[src/design/fes_defines.vh]
// Purpose: constants for the flash erase sequencer
// Assumes: 250 MHz sys_clk
// Notes: command bytes and addresses are configurable
`ifndef FES_DEFINES_VH
`define FES_DEFINES_VH
`define FES_CMD_A1 12'h555
`define FES_CMD_A2 12'hAAA
`define FES_CMD_D1 8'hAA
`define FES_CMD_D2 8'h55
`define FES_CMD_ERASE 8'h80
`define FES_CMD_BULK 8'h10
`define FES_CMD_SECTOR 8'h30
`define FES_CMD_SUSPEND 8'hB0
`define FES_CMD_RESUME 8'h30
`define FES_CMD_RESET 8'hF0
`define FES_CLK_MHZ 250
`define FES_WINDOW_US 100
`define FES_WINDOW_CYC (`FES_WINDOW_US * `FES_CLK_MHZ)
`define FES_SUSP_NS 100
`define FES_SUSP_CYC ((`FES_SUSP_NS * `FES_CLK_MHZ + 999) / 1000)
`define FES_ERASE_CYC 20000
`define FES_MAX_TRIES 4
`define FES_CELL_ZERO 8'h00
`define FES_CELL_ERASED 8'hFF
`define FES_REG_MAIN_PROT 8'hC0
`define FES_REG_SEC_PROT 8'hC2
`define FES_SEC_FLAG_BIT 7
`endif

[src/design/fes_sequencer.v]
// Purpose: erase command sequencer for the main flash array
// Assumes: bus strobes are single-cycle and synchronous to sys_clk
// Notes: array contents are modelled only by sector status
// Functional notes
// - Bulk erase needs six correct writes; a wrong byte returns to array read.
// - Error bit goes high when erase retries run out.
// - Targeted bytes are pre-programmed to 00h, then erased to FFh.
// - Writes are ignored while bulk erase runs.
// - Sector confirms inside the 100 us window add sectors.
// - Each accepted sector confirm restarts the window.
// - Erase window bit low while counting, high when erasing.
// - Other writes during the window cancel the erase, except unlock prefix writes.
// - During sector erase only reset and suspend are taken.
// - Suspend is B0h with a sector select, only during sector erase.
// - Suspend during the window also ends the window.
// - Toggle bit stops within 0.1 to 15 us after suspend.
// - Suspended reads of erasing sectors are undefined, others valid.
// - Suspended: no program, only resume and reset accepted.
// - Reset while suspended abandons the erase.
// - Resume is 30h with a sector select; erase continues.
// - Reset is one or three writes and returns to idle.
// - Sector erase confirms to protected sectors are silently ignored; bulk erase skips them.
// - Verify on protected sectors returns the stored data.
// - Protection bits are readable by the host, never writable.
// - Main protection register holds one bit per sector.
// - Secondary register: flag bit 7, bits 6-4 zero, bits 3-0 protection.
// - Poll bit reads zero while erase runs.
// - Toggle bit flips per status read while busy.
`timescale 1ns/1ps
`default_nettype none
`include "fes_defines.vh"
module fes_sequencer #(
	parameter WINDOW_CYC = `FES_WINDOW_CYC, // Sector collection window
	parameter ERASE_CYC = `FES_ERASE_CYC // Cycles per erase phase
) (
	input wire sys_clk, // 250 MHz clock
	input wire rst_b, // Active low async reset
	input wire [7:0] main_sector_select, // Main flash sector selects
	input wire [3:0] secondary_sector_select, // Secondary sector selects
	input wire config_register_space, // Config register select
	input wire bus_wr, // Write strobe
	input wire bus_rd, // Read strobe
	input wire [11:0] bus_addr, // Low address
	input wire [7:0] bus_wdata, // Write data
	input wire [7:0] array_rdata, // Array read data
	input wire [7:0] main_prot_cfg, // Protection from config port
	input wire [3:0] sec_prot_cfg, // Secondary protection from config port
	input wire security_cfg, // Security flag from config port
	input wire erase_fail, // Array reports a failed erase pass
	output reg [7:0] bus_rdata, // Read data
	output reg busy, // Embedded algorithm active
	output reg [7:0] erase_sectors, // Sectors being erased
	output reg [7:0] cell_data, // Data driven to cells
	output reg cell_write, // Cell program or erase strobe
	output reg suspended // Erase suspended
);
	localparam S_READ = 7'h01;
	localparam S_WINDOW = 7'h02;
	localparam S_PREPROG = 7'h04;
	localparam S_ERASE = 7'h08;
	localparam S_SUSPWAIT = 7'h10;
	localparam S_SUSP = 7'h20;
	localparam S_BULK = 7'h40;
	localparam [23:0] WIN_CNT = WINDOW_CYC;
	localparam [23:0] ERS_CNT = ERASE_CYC;
	localparam [23:0] SUSP_CNT = `FES_SUSP_CYC;
	// Retry budget, loaded on each new erase
	localparam [2:0] TRIES_INIT = `FES_MAX_TRIES - 1;

	////////////////////////////////////////////////////////////////
	// Reset release
	reg rst_s1_reg;
	reg rst_s2_reg;
	wire rst_n;
	always @(posedge sys_clk or negedge rst_b) begin
		if (!rst_b) begin
			rst_s1_reg <= 1'b0;
			rst_s2_reg <= 1'b0;
		end else begin
			rst_s1_reg <= 1'b1;
			rst_s2_reg <= rst_s1_reg;
		end
	end
	assign rst_n = rst_s2_reg;

	////////////////////////////////////////////////////////////////
	// Decoding
	reg [6:0] state_reg;
	reg [6:0] state_next;
	reg [7:0] sect_reg;
	reg [7:0] sect_next;
	reg [2:0] tries_reg;
	reg error_reg;
	reg toggle_reg;
	reg bulk_reg;
	reg preprog_done_reg;
	wire flash_sel = |main_sector_select;
	wire fl_wr = bus_wr && flash_sel && !config_register_space;
	wire [2:0] stage;
	wire step_ok;
	wire is_reset = fl_wr && (bus_wdata == `FES_CMD_RESET);
	wire is_susp = fl_wr && (bus_wdata == `FES_CMD_SUSPEND);
	wire is_resume = fl_wr && (bus_wdata == `FES_CMD_RESUME);
	wire [7:0] target_ok = main_sector_select & ~main_prot_cfg;
	wire final_wr = fl_wr && (stage == 3'h5);
	wire bulk_cmd = final_wr && (bus_wdata == `FES_CMD_BULK);
	wire sect_cmd = final_wr && (bus_wdata == `FES_CMD_SECTOR) && (|target_ok);
	wire dec_wr = fl_wr && (state_reg == S_READ || state_reg == S_WINDOW);
	wire dec_clear = !(state_reg == S_READ || state_reg == S_WINDOW);

	// Unlock prefix tracking, configurable bytes
	fes_cmd_decode u_dec (
		.clk(sys_clk),
		.rst_n(rst_n),
		.wr(dec_wr),
		.clear(dec_clear),
		.addr(bus_addr),
		.data(bus_wdata),
		.stage(stage),
		.step_ok(step_ok)
	);

	////////////////////////////////////////////////////////////////
	// Timers
	reg win_load;
	reg win_stop;
	reg ph_load;
	reg ph_stop;
	reg [23:0] ph_count;
	wire win_run;
	wire win_done;
	wire ph_run;
	wire ph_done;
	// Window timer, reloaded by each accepted confirm
	fes_timer u_win (
		.clk(sys_clk),
		.rst_n(rst_n),
		.load(win_load),
		.stop(win_stop),
		.count(WIN_CNT),
		.running(win_run),
		.done(win_done)
	);
	// Phase timer for pre-program, erase and suspend wait
	fes_timer u_phase (
		.clk(sys_clk),
		.rst_n(rst_n),
		.load(ph_load),
		.stop(ph_stop),
		.count(ph_count),
		.running(ph_run),
		.done(ph_done)
	);

	////////////////////////////////////////////////////////////////
	// Next state
	always @* begin
		state_next = state_reg;
		sect_next = sect_reg;
		win_load = 1'b0;
		win_stop = 1'b0;
		ph_load = 1'b0;
		ph_stop = 1'b0;
		ph_count = ERS_CNT;
		case (state_reg)
			S_READ: begin
				if (bulk_cmd && (|(~main_prot_cfg))) begin
					sect_next = ~main_prot_cfg;
					state_next = S_PREPROG;
					ph_load = 1'b1;
				end else if (sect_cmd) begin
					sect_next = target_ok;
					state_next = S_WINDOW;
					win_load = 1'b1;
				end else if (is_reset) begin
					// Reset drops a failed erase left on view
					sect_next = 8'h00;
				end
			end
			S_WINDOW: begin
				if (is_susp) begin
					win_stop = 1'b1;
					state_next = S_SUSPWAIT;
					ph_count = SUSP_CNT;
					ph_load = 1'b1;
				end else if (fl_wr && (bus_wdata == `FES_CMD_SECTOR) && (|target_ok)) begin
					sect_next = sect_reg | target_ok;
					win_load = 1'b1;
				end else if (fl_wr && !is_resume && !(step_ok && stage < 3'h5)) begin
					win_stop = 1'b1;
					sect_next = 8'h00;
					state_next = S_READ;
				end else if (win_done) begin
					state_next = S_PREPROG;
					ph_load = 1'b1;
				end
			end
			S_PREPROG: begin
				if (!bulk_reg && is_susp) begin
					ph_count = SUSP_CNT;
					ph_load = 1'b1;
					state_next = S_SUSPWAIT;
				end else if (!bulk_reg && is_reset) begin
					ph_stop = 1'b1;
					sect_next = 8'h00;
					state_next = S_READ;
				end else if (ph_done) begin
					state_next = S_ERASE;
					ph_load = 1'b1;
				end
			end
			S_ERASE: begin
				if (!bulk_reg && is_susp) begin
					ph_count = SUSP_CNT;
					ph_load = 1'b1;
					state_next = S_SUSPWAIT;
				end else if (!bulk_reg && is_reset) begin
					ph_stop = 1'b1;
					sect_next = 8'h00;
					state_next = S_READ;
				end else if (ph_done) begin
					if (erase_fail && tries_reg != 3'h0) begin
						ph_load = 1'b1;
					end else begin
						// Failed sectors stay selected so the error bit can be read
						if (!erase_fail)
							sect_next = 8'h00;
						state_next = S_READ;
					end
				end
			end
			S_SUSPWAIT: begin
				if (ph_done)
					state_next = S_SUSP;
			end
			S_SUSP: begin
				// Only reset and resume are taken, programming is refused
				if (is_reset) begin
					sect_next = 8'h00;
					state_next = S_READ;
				end else if (is_resume) begin
					state_next = preprog_done_reg ? S_ERASE : S_PREPROG;
					ph_load = 1'b1;
				end
			end
			S_BULK: state_next = S_READ;
			default: state_next = S_READ;
		endcase
	end

	////////////////////////////////////////////////////////////////
	// State and status registers
	always @(posedge sys_clk or negedge rst_n) begin
		if (!rst_n) begin
			state_reg <= S_READ;
			sect_reg <= 8'h00;
			tries_reg <= 3'h0;
			error_reg <= 1'b0;
			bulk_reg <= 1'b0;
			preprog_done_reg <= 1'b0;
		end else begin
			state_reg <= state_next;
			sect_reg <= sect_next;
			if (state_reg == S_READ && state_next == S_PREPROG)
				bulk_reg <= 1'b1;
			else if (state_next == S_READ || state_next == S_WINDOW)
				bulk_reg <= 1'b0;
			if (state_reg == S_PREPROG && state_next == S_ERASE)
				preprog_done_reg <= 1'b1;
			else if (state_next == S_READ || state_next == S_WINDOW)
				preprog_done_reg <= 1'b0;
			if (state_next == S_PREPROG && state_reg != S_SUSP) begin
				tries_reg <= TRIES_INIT;
				error_reg <= 1'b0;
			end else if (state_reg == S_ERASE && ph_done && erase_fail) begin
				if (tries_reg == 3'h0)
					error_reg <= 1'b1;
				else
					tries_reg <= tries_reg - 3'h1;
			end else if (is_reset && state_next == S_READ) begin
				error_reg <= 1'b0;
			end
		end
	end

	////////////////////////////////////////////////////////////////
	// Read path
	wire erasing = (state_reg == S_PREPROG) || (state_reg == S_ERASE);
	wire run_busy = erasing || (state_reg == S_SUSPWAIT);
	wire hit_erasing = |(main_sector_select & sect_reg);
	wire [7:0] status_byte = {1'b0, toggle_reg, error_reg, 1'b0, erasing, 3'h0};
	wire [7:0] window_byte = {1'b0, toggle_reg, 1'b0, 1'b0, 1'b0, 3'h0};
	reg [7:0] rd_next;
	always @* begin
		rd_next = bus_rdata;
		if (bus_rd) begin
			if (config_register_space && bus_addr[7:0] == `FES_REG_MAIN_PROT)
				rd_next = main_prot_cfg;
			else if (config_register_space && bus_addr[7:0] == `FES_REG_SEC_PROT)
				rd_next = {security_cfg, 3'h0, sec_prot_cfg};
			else if (config_register_space)
				rd_next = 8'h00;
			else if (state_reg == S_WINDOW && hit_erasing)
				rd_next = window_byte;
			else if (run_busy && hit_erasing)
				rd_next = status_byte;
			else if (state_reg == S_SUSP && hit_erasing)
				rd_next = `FES_CELL_ERASED;
			// Failed erase keeps its status readable until reset
			else if (state_reg == S_READ && error_reg && hit_erasing)
				rd_next = status_byte;
			else
				rd_next = array_rdata;
		end
	end

	// Toggle flips on each busy status read
	always @(posedge sys_clk or negedge rst_n) begin
		if (!rst_n) begin
			toggle_reg <= 1'b0;
			bus_rdata <= 8'h00;
			busy <= 1'b0;
			erase_sectors <= 8'h00;
			cell_data <= 8'h00;
			cell_write <= 1'b0;
			suspended <= 1'b0;
		end else begin
			if (bus_rd && hit_erasing && (run_busy || state_reg == S_WINDOW))
				toggle_reg <= ~toggle_reg;
			bus_rdata <= rd_next;
			busy <= run_busy || (state_reg == S_WINDOW);
			erase_sectors <= sect_reg;
			cell_data <= (state_reg == S_PREPROG) ? `FES_CELL_ZERO : `FES_CELL_ERASED;
			cell_write <= erasing && ph_done;
			suspended <= (state_reg == S_SUSP);
		end
	end
endmodule // fes_sequencer
`default_nettype wire

[src/design/fes_timer.v]
// Purpose: loadable down counter with done pulse
// Assumes: synchronous reset-free use under rst_n
// Notes: load wins over counting
`timescale 1ns/1ps
`default_nettype none
module fes_timer (
	input wire clk, // Clock
	input wire rst_n, // Active low reset
	input wire load, // Restart count
	input wire stop, // Abandon count
	input wire [23:0] count, // Start value
	output reg running, // Counting
	output reg done // Expiry pulse
);
	reg [23:0] cnt_reg;
	// Count down, flag expiry
	always @(posedge clk or negedge rst_n) begin
		if (!rst_n) begin
			cnt_reg <= 24'h000000;
			running <= 1'b0;
			done <= 1'b0;
		end else begin
			done <= 1'b0;
			if (load) begin
				cnt_reg <= count;
				running <= 1'b1;
			end else if (stop) begin
				running <= 1'b0;
			end else if (running) begin
				if (cnt_reg <= 24'h000001) begin
					running <= 1'b0;
					done <= 1'b1;
				end
				cnt_reg <= cnt_reg - 24'h000001;
			end
		end
	end
endmodule // fes_timer
`default_nettype wire

[src/design/fes_cmd_decode.v]
// Purpose: tracks the unlock prefix of flash commands
// Assumes: one write strobe per bus write
// Notes: any wrong byte clears the prefix
`timescale 1ns/1ps
`default_nettype none
`include "fes_defines.vh"
module fes_cmd_decode (
	input wire clk, // Clock
	input wire rst_n, // Active low reset
	input wire wr, // Flash write strobe
	input wire clear, // Drop progress
	input wire [11:0] addr, // Low address
	input wire [7:0] data, // Write data
	output reg [2:0] stage, // Accepted writes so far
	output wire step_ok // Current write matches
);
	// Expected write for each stage
	function match;
		input [2:0] s;
		input [11:0] a;
		input [7:0] d;
		begin
			case (s)
				3'h0, 3'h3: match = (a == `FES_CMD_A1) && (d == `FES_CMD_D1);
				3'h1, 3'h4: match = (a == `FES_CMD_A2) && (d == `FES_CMD_D2);
				3'h2: match = (a == `FES_CMD_A1) && (d == `FES_CMD_ERASE);
				default: match = 1'b0;
			endcase
		end
	endfunction
	assign step_ok = match(stage, addr, data);
	// Advance on a correct byte, restart otherwise
	always @(posedge clk or negedge rst_n) begin
		if (!rst_n) begin
			stage <= 3'h0;
		end else if (clear) begin
			stage <= 3'h0;
		end else if (wr) begin
			if (stage < 3'h5 && step_ok)
				stage <= stage + 3'h1;
			else
				stage <= 3'h0;
		end
	end
endmodule // fes_cmd_decode
`default_nettype wire

[config.mk]
export PLATFORM = sky130hd
export DESIGN_NAME = fes_sequencer
export DESIGN_NICKNAME = d
export VERILOG_FILES = /design/src/design/fes_sequencer.v /design/src/design/fes_timer.v /design/src/design/fes_cmd_decode.v
export VERILOG_INCLUDE_DIRS = /design/src /design/src/design
export SDC_FILE = /design/constraint.sdc
export NUM_CORES = 1
export LEC_CHECK = 0
export BUFFER_PORTS_ARGS = -buffer_cell sky130_fd_sc_hd__buf_2
export CAP_MARGIN = 5
export CELL_PAD_IN_SITES_DETAIL_PLACEMENT = 2
export CELL_PAD_IN_SITES_GLOBAL_PLACEMENT = 2
export CORE_ASPECT_RATIO = 0.5
export CORE_MARGIN = 4
export CORE_UTILIZATION = 38
export DETAILED_ROUTE_END_ITERATION = 8
export PLACE_DENSITY = 0.87
export SYNTH_ARGS = -nofsm -noshare
export SYNTH_HDL_FRONTEND = slang
export SYNTH_SLANG_ARGS = --single-unit
[constraint.sdc]
create_clock -name sys_clk -period 4.9 [get_ports sys_clk]
set_input_delay 1.225 -clock sys_clk [delete_from_list [all_inputs] [get_ports sys_clk]]
set_output_delay 1.225 -clock sys_clk [all_outputs]
set_load 0.05 [all_outputs]
Yosys cells after proc, flatten, opt, wreduce, memory -nomap -nowiden
Index checks and enable logic that the tools add are counted.
Storage, ports and cells
  register bits: 106
  input port bits: 59
Cells by class
  $add $sub $neg: 4
  $lt $le $gt $ge: 3
  equality and inequality tests: 40
  mux-type cells: 106
  bitwise logic cells: 5
  reductions and logical operators: 68
Operators with widths (count)
  2-to-1 mux 8 bit: 21
  2-to-1 mux 24 bit: 6
  2-to-1 mux 7 bit: 16
  == test 8 bit, second input constant: 6
  <= comparator 24 x 1 -> 1 bit, second input constant: 2
  2-to-1 mux 1 bit: 48
  subtractor 24 x 1 -> 24 bit, second input constant: 2
  case mux 7 bit (6 select lines): 1
  case mux 8 bit (5 select lines): 1
  logical AND 1 bit: 37
  OR reduction 8 bit: 4
  2-to-1 mux 15 bit: 2
  case mux 15 bit (2 select lines): 1
  2-to-1 mux 3 bit: 6
  bitwise AND 8 bit: 2
  == test 7 x 1 -> 1 bit, second input constant: 2
  == test 7 x 2 -> 1 bit, second input constant: 2
  == test 7 x 3 -> 1 bit, second input constant: 2
  == test 7 x 4 -> 1 bit, second input constant: 2
  != test 2 bit, second input constant: 7
  == test 12 x 11 -> 1 bit, second input constant: 1
  == test 12 bit, second input constant: 1
  nonzero test 2 bit: 5
  != test 3 bit, second input constant: 3
  other kinds (29): 46

Depth between registers and ports, before layout
Gate-level depths: netlist of run 1.
  word-level depth: 16
  depth in mapped cells: 10

Cells and area by module
From an unflattened synthesis of run 1, not the netlist that was laid out.
Second synthesis, totals
  cell total of the unflattened synthesis: 704
  area total of the unflattened synthesis: 6192.2 um^2
By module, submodules not included
  fes_sequencer: instances 1, cells an instance 324, area an instance 2821.5 um^2, sequential area each 1102.3 um^2
  fes_timer (u_win): instances 1, cells an instance 166, area an instance 1468.9 um^2, sequential area each 650.6 um^2
  fes_timer (u_phase): instances 1, cells an instance 164, area an instance 1461.4 um^2, sequential area each 650.6 um^2
  fes_cmd_decode: instances 1, cells an instance 50, area an instance 440.4 um^2, sequential area each 75.1 um^2

Worst setup path before layout of run 1
Ideal clock, no wire load.
  path kind: input -> register
  from: input main_sector_select[5]
  to: register sect_reg[0]
  setup time: 122 ps
  data arrival time: 3196 ps
  required time: 4778 ps
  slack: 1582 ps
  cell stages on the path: 8
  cells stage by stage: or4_1 > clkbuf_1 > o21a_1 > nand3_1 > nor4_2 > a211oi_1 > nor4_1 > o22a_1
Between the ends
  word-level cells in the longest chain between the ends: 9
  elaborated cells on any way between the ends: 36
  those cells by class: eq/ne: 8; mux: 8; bitwise: 1; reduce/logical: 19
RTL lines
  from (decl): line fes_sequencer.v:38  | input wire [7:0] main_sector_select,
  OR reduction 8 bit: line fes_sequencer.v:97  | wire flash_sel = |main_sector_select;
  logical AND 1 bit (2 in a row): line fes_sequencer.v:98  | wire fl_wr = bus_wr && flash_sel && !config_register_space;
  logical AND 1 bit (on tied branches): line fes_sequencer.v:103, fes_sequencer.v:186, fes_sequencer.v:105
  zero test 1 bit / logical AND 1 bit (equally long branches): line fes_sequencer.v:189, fes_sequencer.v:107
  logical AND 1 bit (on tied branches): line fes_sequencer.v:189, fes_sequencer.v:107
  logical AND 1 bit / 2-to-1 mux 8 bit (equally long branches): line fes_sequencer.v:189, fes_sequencer.v:171
  != test 3 bit (no source line) / 2-to-1 mux 8 bit (equally long branches)
  AND reduction 9 bit (no source line) / case mux 8 bit (5 select lines) (equally long branches)
  to (signal assigned): line fes_sequencer.v:263  | sect_reg <= sect_next;
  to (decl): line fes_sequencer.v:90  | reg [7:0] sect_reg;
Parallel ways exist; a longest one is shown, timed or not. The select of a mux whose other input is x is not followed.
A chain may end at the register's enable or synchronous reset.

Worst setup path after layout of run 1
  from: input main_sector_select[5]
  to: register sect_reg[3]
Same word-level chain as after synthesis.

==> impl_results.md, run 1 <==
* Status: completed
* Register area at 2480 um2
* Final Skew at 12.6 ps
* CTS Sinks at 99
* Period minus WS final at 3870 ps
* Ports at 86
* Initial core utilization at 39.0%
* Synth cell types at 73
* Hold Path Class: flip-flop to flip-flop
* Area leader, netlist: dfrtp_1
* Pwr dens at 297 nW/um2
* Kind of end point of the critical path: flip-flop
* Tot GR Track Use at 25.4%
* Vias per inst at 5.97
* # rows at 31
* WP data arrival at 4110 ps
* Largest net degree at the start of global routing at 52
* Fmax at 259 MHz
* Top cells by area, synth: dfrtp_1 43%, nor2_1 6.4%, xnor2_1 5.4%
* Clk buf depth at 2
* Clk Latency, worst-skew pair at 370 ps
* CTS-repair resized insts at 0
* Filler cells at 1,578
* Vias in the first global route at 5,975
* Slew headroom at 23.7%
* H-tree Lvls at 3
* Multi-input logic area at 2940 um2
* Worst Path Required at 5150 ps
* CORE AREA at 14,500 um2
* Final hold violation count at 0
* Reg clk slew, reported paths at 80 ps
* Die area at 17,000 um2
* Total global routing overflow at 0
* DR DRC count at 0
* 1st-iter DRT viols at 392
* Register area share after synthesis at 43.9%
* Synth Flop Type: dfrtp_1
* Final core utilization at 45.3%
* Dpl hpwl at 14,000 um
* Post-synth top area share at 43.4%
* Die Ht at 94.2 um
* Total routed wirelength at 21,300 um
* Syn Nets at 686
* Area grow syn2layout at 16.3%
* Post-synth EDFFs at 0
* Setup Crit Path Kind: input pin to flip-flop
* Die width at 180 um
* Syn Area/Cell at 9.17 um2
* Final GP Congestion at 0.852
* Max_cap viols at 0
* Worst vdd ir at 0.181 mV
* Port bufs at 81
* Proportion of layout cells with a drive suffix above 1 at 18.3%
* Post-synthesis register bit count at 99
* Crit share post-route at 78.9%
* Ys async rst share at 100%
* Post-synthesis cell count at 616
* Worst Max-Slew Pin Slew at 1140 ps
* Drt first pass iters at 4
* CP startpoint kind: input pin
* Yosys warning count at 0
* Initial antenna violation count at 0
* Final Net Count at 763
* Number of diodes at 0
* CTS root buffer: clkbuf_16
* CTS tree: done
* First-pass GRT wire length at 34,100 um
* Detail Route Antenna Nets at 0
* Final setup viols at 0
* RSZ-0062 raised after global routing: false
* Setup tns final at 0 ps
* CTS Hold Bufs at 0
* Via count at 5,346
* Crit path max fanout at 9
* Max Slew Vio Count at 0
* Cell area after synthesis at 5650 um2
* TritonCTS Buffers at 9
* P_leak at 0.00292 uW
* Buffer count from post-CTS setup fixing at 0
* WL/cell at 23.8 um
-- metrics by stage --
step	setup WS, ps	cells	area [um2]	power [uW]	hold WS [ps]
3_3_place_gp	793	880	6250	1140	339
2_1_floorplan	1580	616	5650	1060	331
6_report	1030	896	6570	1950	354
3_5_place_dp	722	880	6250	1160	338
4_1_cts	1040	896	6570	1960	357
5_1_grt	891	896	6570	2030	365
-- report_power, final --
part | internal (uW) | switching [uW]
Combinational | 81.0 | 151
Clock | 411 | 376
Sequential | 864 | 66.9
-- final timing paths --
kind | start | endpoint | slack (ps) | cells past startpoint
setup / recovery | main_sector_select[5] | sect_reg[3] | 1030 | 9
hold / removal | rst_s1_reg | rst_n | 350 | 0
setup reg to reg | state_reg[1] | u_phase.cnt_reg[6] | 1540 | 8
hold reg to reg | rst_s1_reg | rst_n | 350 | 0
max in group asynchronous | rst_n | sect_reg[5] | 3380 | 1
min in group asynchronous | rst_n | u_win.cnt_reg[7] | 390 | 0
-- worst max-delay path, cell delays in order --
cell      delay [ps]
buf_2            140
or4_1            720
o21a_1           320
nand3_1          150
nor4_2            60
buf_4            190
a211oi_1         890
nor4_1           150
o22a_1           250
-- cell families (layout without fill, tap and decap cells) --
group,after synthesis,after routing,share of synthesized area [%]
xor gates and xnor gates,45,45,6.97
DFF,99,99,43.9
and+or+nand+nor,279,279,26.2
adders and majority gates,11,11,2.44
other,2,2,0.133
buffers and inverters,51,133,4.14
muxes,3,3,0.553
AOI/OAI and AO/OA,126,126,15.7
-- cells in the mapped netlist (6+ instances only) --
cell type and number:
dfrtp_1 98, nor2_1 96, xnor2_1 35, nand2_1 28, o21ai_0 27, nor3_1 26
inv_1 25, a21oi_1 23, nor4_1 23, nand3_1 21, or3_1 20, ha_1 11
nand2b_1 11, xor2_1 10, buf_2 9, buf_4 8, clkbuf_1 8, nand4_1 8
o22a_1 8, nor2b_1 7, a22oi_1 6, o211ai_1 6, o22ai_1 6
-- layout by cell type (no fill, tap or decap), types with 9 or more instances in the layout --
master,instances
nand2b_1,11
a21oi_1,23
xor2_1,10
nor3_1,26
inv_1,25
xnor2_1,35
buf_4,11
nand3_1,21
or3_1,20
nand2_1,28
clkbuf_16,9
o21ai_0,27
nor2_1,96
dfrtp_1,97
ha_1,11
buf_2,81
nor4_1,23
-- final cells by class --
| class | instances | share of cell area, % |
|---|---|---|
| Multi-Input combinational cell | 466 | 44.7 |
| Sequential cell | 99 | 37.8 |
| Timing Repair Buffer | 92 | 7.43 |
| Tap cell | 198 | 3.77 |
| Clock buffer | 9 | 3.43 |
| Clock inverter | 7 | 1.45 |
| Inverter | 25 | 1.43 |
-- metal layers --
layer,global-route usage (%),up-vias,routed length (um)
li1,-,2386,-
met1,32.1,2787,9510
met2,45.4,139,10600
met3,3.98,34,793
met4,7.42,0,386
met5,0,-,0
No activity file was read; power rests on OpenSTA's default activity.
==> run 2, diff against run 1 <==
--- a/config.mk
+++ b/config.mk
@@ -12,9 +12,9 @@
 export CELL_PAD_IN_SITES_GLOBAL_PLACEMENT = 2
 export CORE_ASPECT_RATIO = 0.5
 export CORE_MARGIN = 4
-export CORE_UTILIZATION = 38
+export CORE_UTILIZATION = 35
 export DETAILED_ROUTE_END_ITERATION = 8
-export PLACE_DENSITY = 0.87
+export PLACE_DENSITY = 0.82
 export SYNTH_ARGS = -nofsm -noshare
 export SYNTH_HDL_FRONTEND = slang
 export SYNTH_SLANG_ARGS = --single-unit
==> constraint.sdc (replaced) <==
create_clock -name sys_clk -period 4.03 [get_ports sys_clk]
set_input_delay 1.0075 -clock sys_clk [delete_from_list [all_inputs] [get_ports sys_clk]]
set_output_delay 1.0075 -clock sys_clk [all_outputs]
set_load 0.05 [all_outputs]
==> impl_results.md, run 2 (synthesized netlist as in run 1, its figures left out) <==
* Reg clk slew, reported paths at 80 ps (about the same)
* Crit-path cells: buf_2 > or4_1 > o2111ai_2 > o41a_1 > nand3_1 > or3_1 > xor2_1 > a21oi_1
* # rows at 32 (+3.2%)
* Clk Latency, worst-skew pair at 350 ps (-20 ps)
* Final GP Congestion at 0.819 (-3.8%)
* Slowest CP cell: or4_1
* WL/cell at 21.2 um (-11%)
* Die area at 18,400 um2 (+8.0%)
* TritonCTS Buffers at 9 (unchanged)
* H-tree Lvls at 3 (unchanged)
* Hold Path Class: flip-flop to flip-flop
* Fin cells at 906 (+1.1%)
* Initial antenna violation count at 0 (unchanged)
* Critical Path Start: main_sector_select[2]
* CTS Sinks at 99 (unchanged)
* Dpl hpwl at 13,800 um (-1.4%)
* Final Skew at 7.61 ps (-4.97 ps)
* 1st-iter DRT viols at 237 (-40%)
* Max_cap viols at 0 (unchanged)
* CP startpoint kind: input pin
* Setup tns final at 0 ps (unchanged)
* Most common cell after layout, fill and taps aside: dfrtp_1
* CP max stage delay at 720 ps (-170 ps)
* Initial core utilization at 36.2% (-2.8 points)
* Port bufs at 81 (unchanged)
* Vias per inst at 5.71 (-4.3%)
* Max Slew Vio Count at 0 (unchanged)
* Tot GR Track Use at 21.3% (-4.1 points)
* Pre-CTS WS at 281 ps (-441 ps)
* Vias in the first global route at 5,817 (-2.6%)
* Final hold violation count at 0 (unchanged)
* Status: completed
* Detail Route Antenna Nets at 0 (unchanged)
* RSZ-0062 raised after global routing: false
* Critical path endpoint: u_phase.cnt_reg[9]
* Fmax at 297 MHz
* Final Net Count at 767 (+0.52%)
* Drt first pass iters at 4 (unchanged)
* Ports at 86 (unchanged)
* WP depth at 8 (-1)
* CTS root buffer: clkbuf_16
* Die width at 188 um (+4.0%)
* Pwr Total at 2320 uW (+19%)
* Period minus WS final at 3370 ps
* Total routed wirelength at 19,300 um (-9.6%)
* Worst R2R Path Depth at 7 (-1)
* Proportion of layout cells with a drive suffix above 1 at 18.8% (+0.47 points)
* Worst R2R End: u_phase.cnt_reg[23]
* R2r startpoint: state_reg[1]
* Area grow syn2layout at 16.8%
* FF-to-FF setup slack at 770 ps (-770 ps)
* CORE AREA at 15,600 um2 (+7.6%)
* CTS tree: done
* Total global routing overflow at 0 (unchanged)
* Die Ht at 97.9 um (+3.8%)
* Crit share post-route at 83.5%
* Buffer count from post-CTS setup fixing at 0 (unchanged)
* Kind of end point of the critical path: flip-flop
* Commonest cells after routing, fill and taps aside: 97 x dfrtp_1, 96 x nor2_1, 81 x buf_2
* First-pass GRT wire length at 32,000 um (-6.0%)
* WP data arrival at 3600 ps (-510 ps)
* Filler cells at 1,696 (+7.5%)
* Worst Max-Slew Pin Slew at 1040 ps (-93.3 ps)
* Clk buf depth at 2 (unchanged)
* Largest net degree at the start of global routing at 72 (+38%)
* Dpl cells at 890 (+1.1%)
* Via count at 5,173 (-3.2%)
* Worst Path Required at 4260 ps (-890 ps)
* CP bufs+invs at 1 (-1)
* Top cell family by delay on the critical path: simple AND/OR/NAND/NOR gates
* Final critical-path setup slack at 664 ps (-367 ps)
* Final setup viols at 0 (unchanged)
* Final core utilization at 42.3% (-3.0 points)
* Slew headroom at 29.8% (+6.1 points)
* Pwr dens at 352 nW/um2 (+19%)
* Worst vdd ir at 0.191 mV (+5.9%)
* Crit path max fanout at 8 (-1)
* CTS-repair resized insts at 0 (unchanged)
* P_leak at 0.00293 uW (+0.48%)
* CTS Hold Bufs at 0 (unchanged)
* Number of diodes at 0 (unchanged)
* DR DRC count at 0 (unchanged)
* Setup Crit Path Kind: input pin to flip-flop
run 2: changes by cell type in the layout (fill, tap and decap cells not counted), sizes merged:
cell	delta
buf	+4
run 2: worst min-delay path by stage:
stage,from,end,slack (ps),depth (start not counted)
floorplan,rst_s1_reg,rst_n,330,0
global placement,rst_s1_reg,rst_n,340,0
detailed placement,rst_s1_reg,rst_n,340,0
CTS,rst_s1_reg,rst_n,370,0
global route,rst_s1_reg,rst_n,380,0
finish,rst_s1_reg,rst_n,360,0
run 2: final cells by class:
cell class                 instances  area (um2)  share of cell area [%]
clock buffer                       9         225                    3.41
clock inverter                     7        86.3                    1.31
inverter                          25        93.8                    1.42
multi-input combinational        466        2940                    44.5
sequential                        99        2480                    37.6
tap                              204         255                    3.87
timing repair buffer              96         518                    7.85
run 2: stage by stage:
stage | hold WS [ps] | area (um2)
after global routing | 383 | 6600
after global placement | 339 | 6290
after detailed placement | 340 | 6290
after floorplan | 331 | 5650
final | 363 | 6600
after CTS | 373 | 6600
run 2: power by group:
part           switching, uW  total, uW  internal [uW]
Clock                    439        933            494
Sequential              79.8       1130           1050
Combinational            162        261           99.2
Total                    681       2320           1640
run 2: metal layers:
| layer | wire length [um] | vias to the layer above | GRT usage [%] |
|---|---|---|---|
| li1 | - | 2390 | - |
| met1 | 8800 | 2672 | 27.5 |
| met2 | 9660 | 90 | 37.7 |
| met3 | 509 | 19 | 3.86 |
| met4 | 246 | 2 | 4.23 |
| met5 | 44 | - | 1.79 |
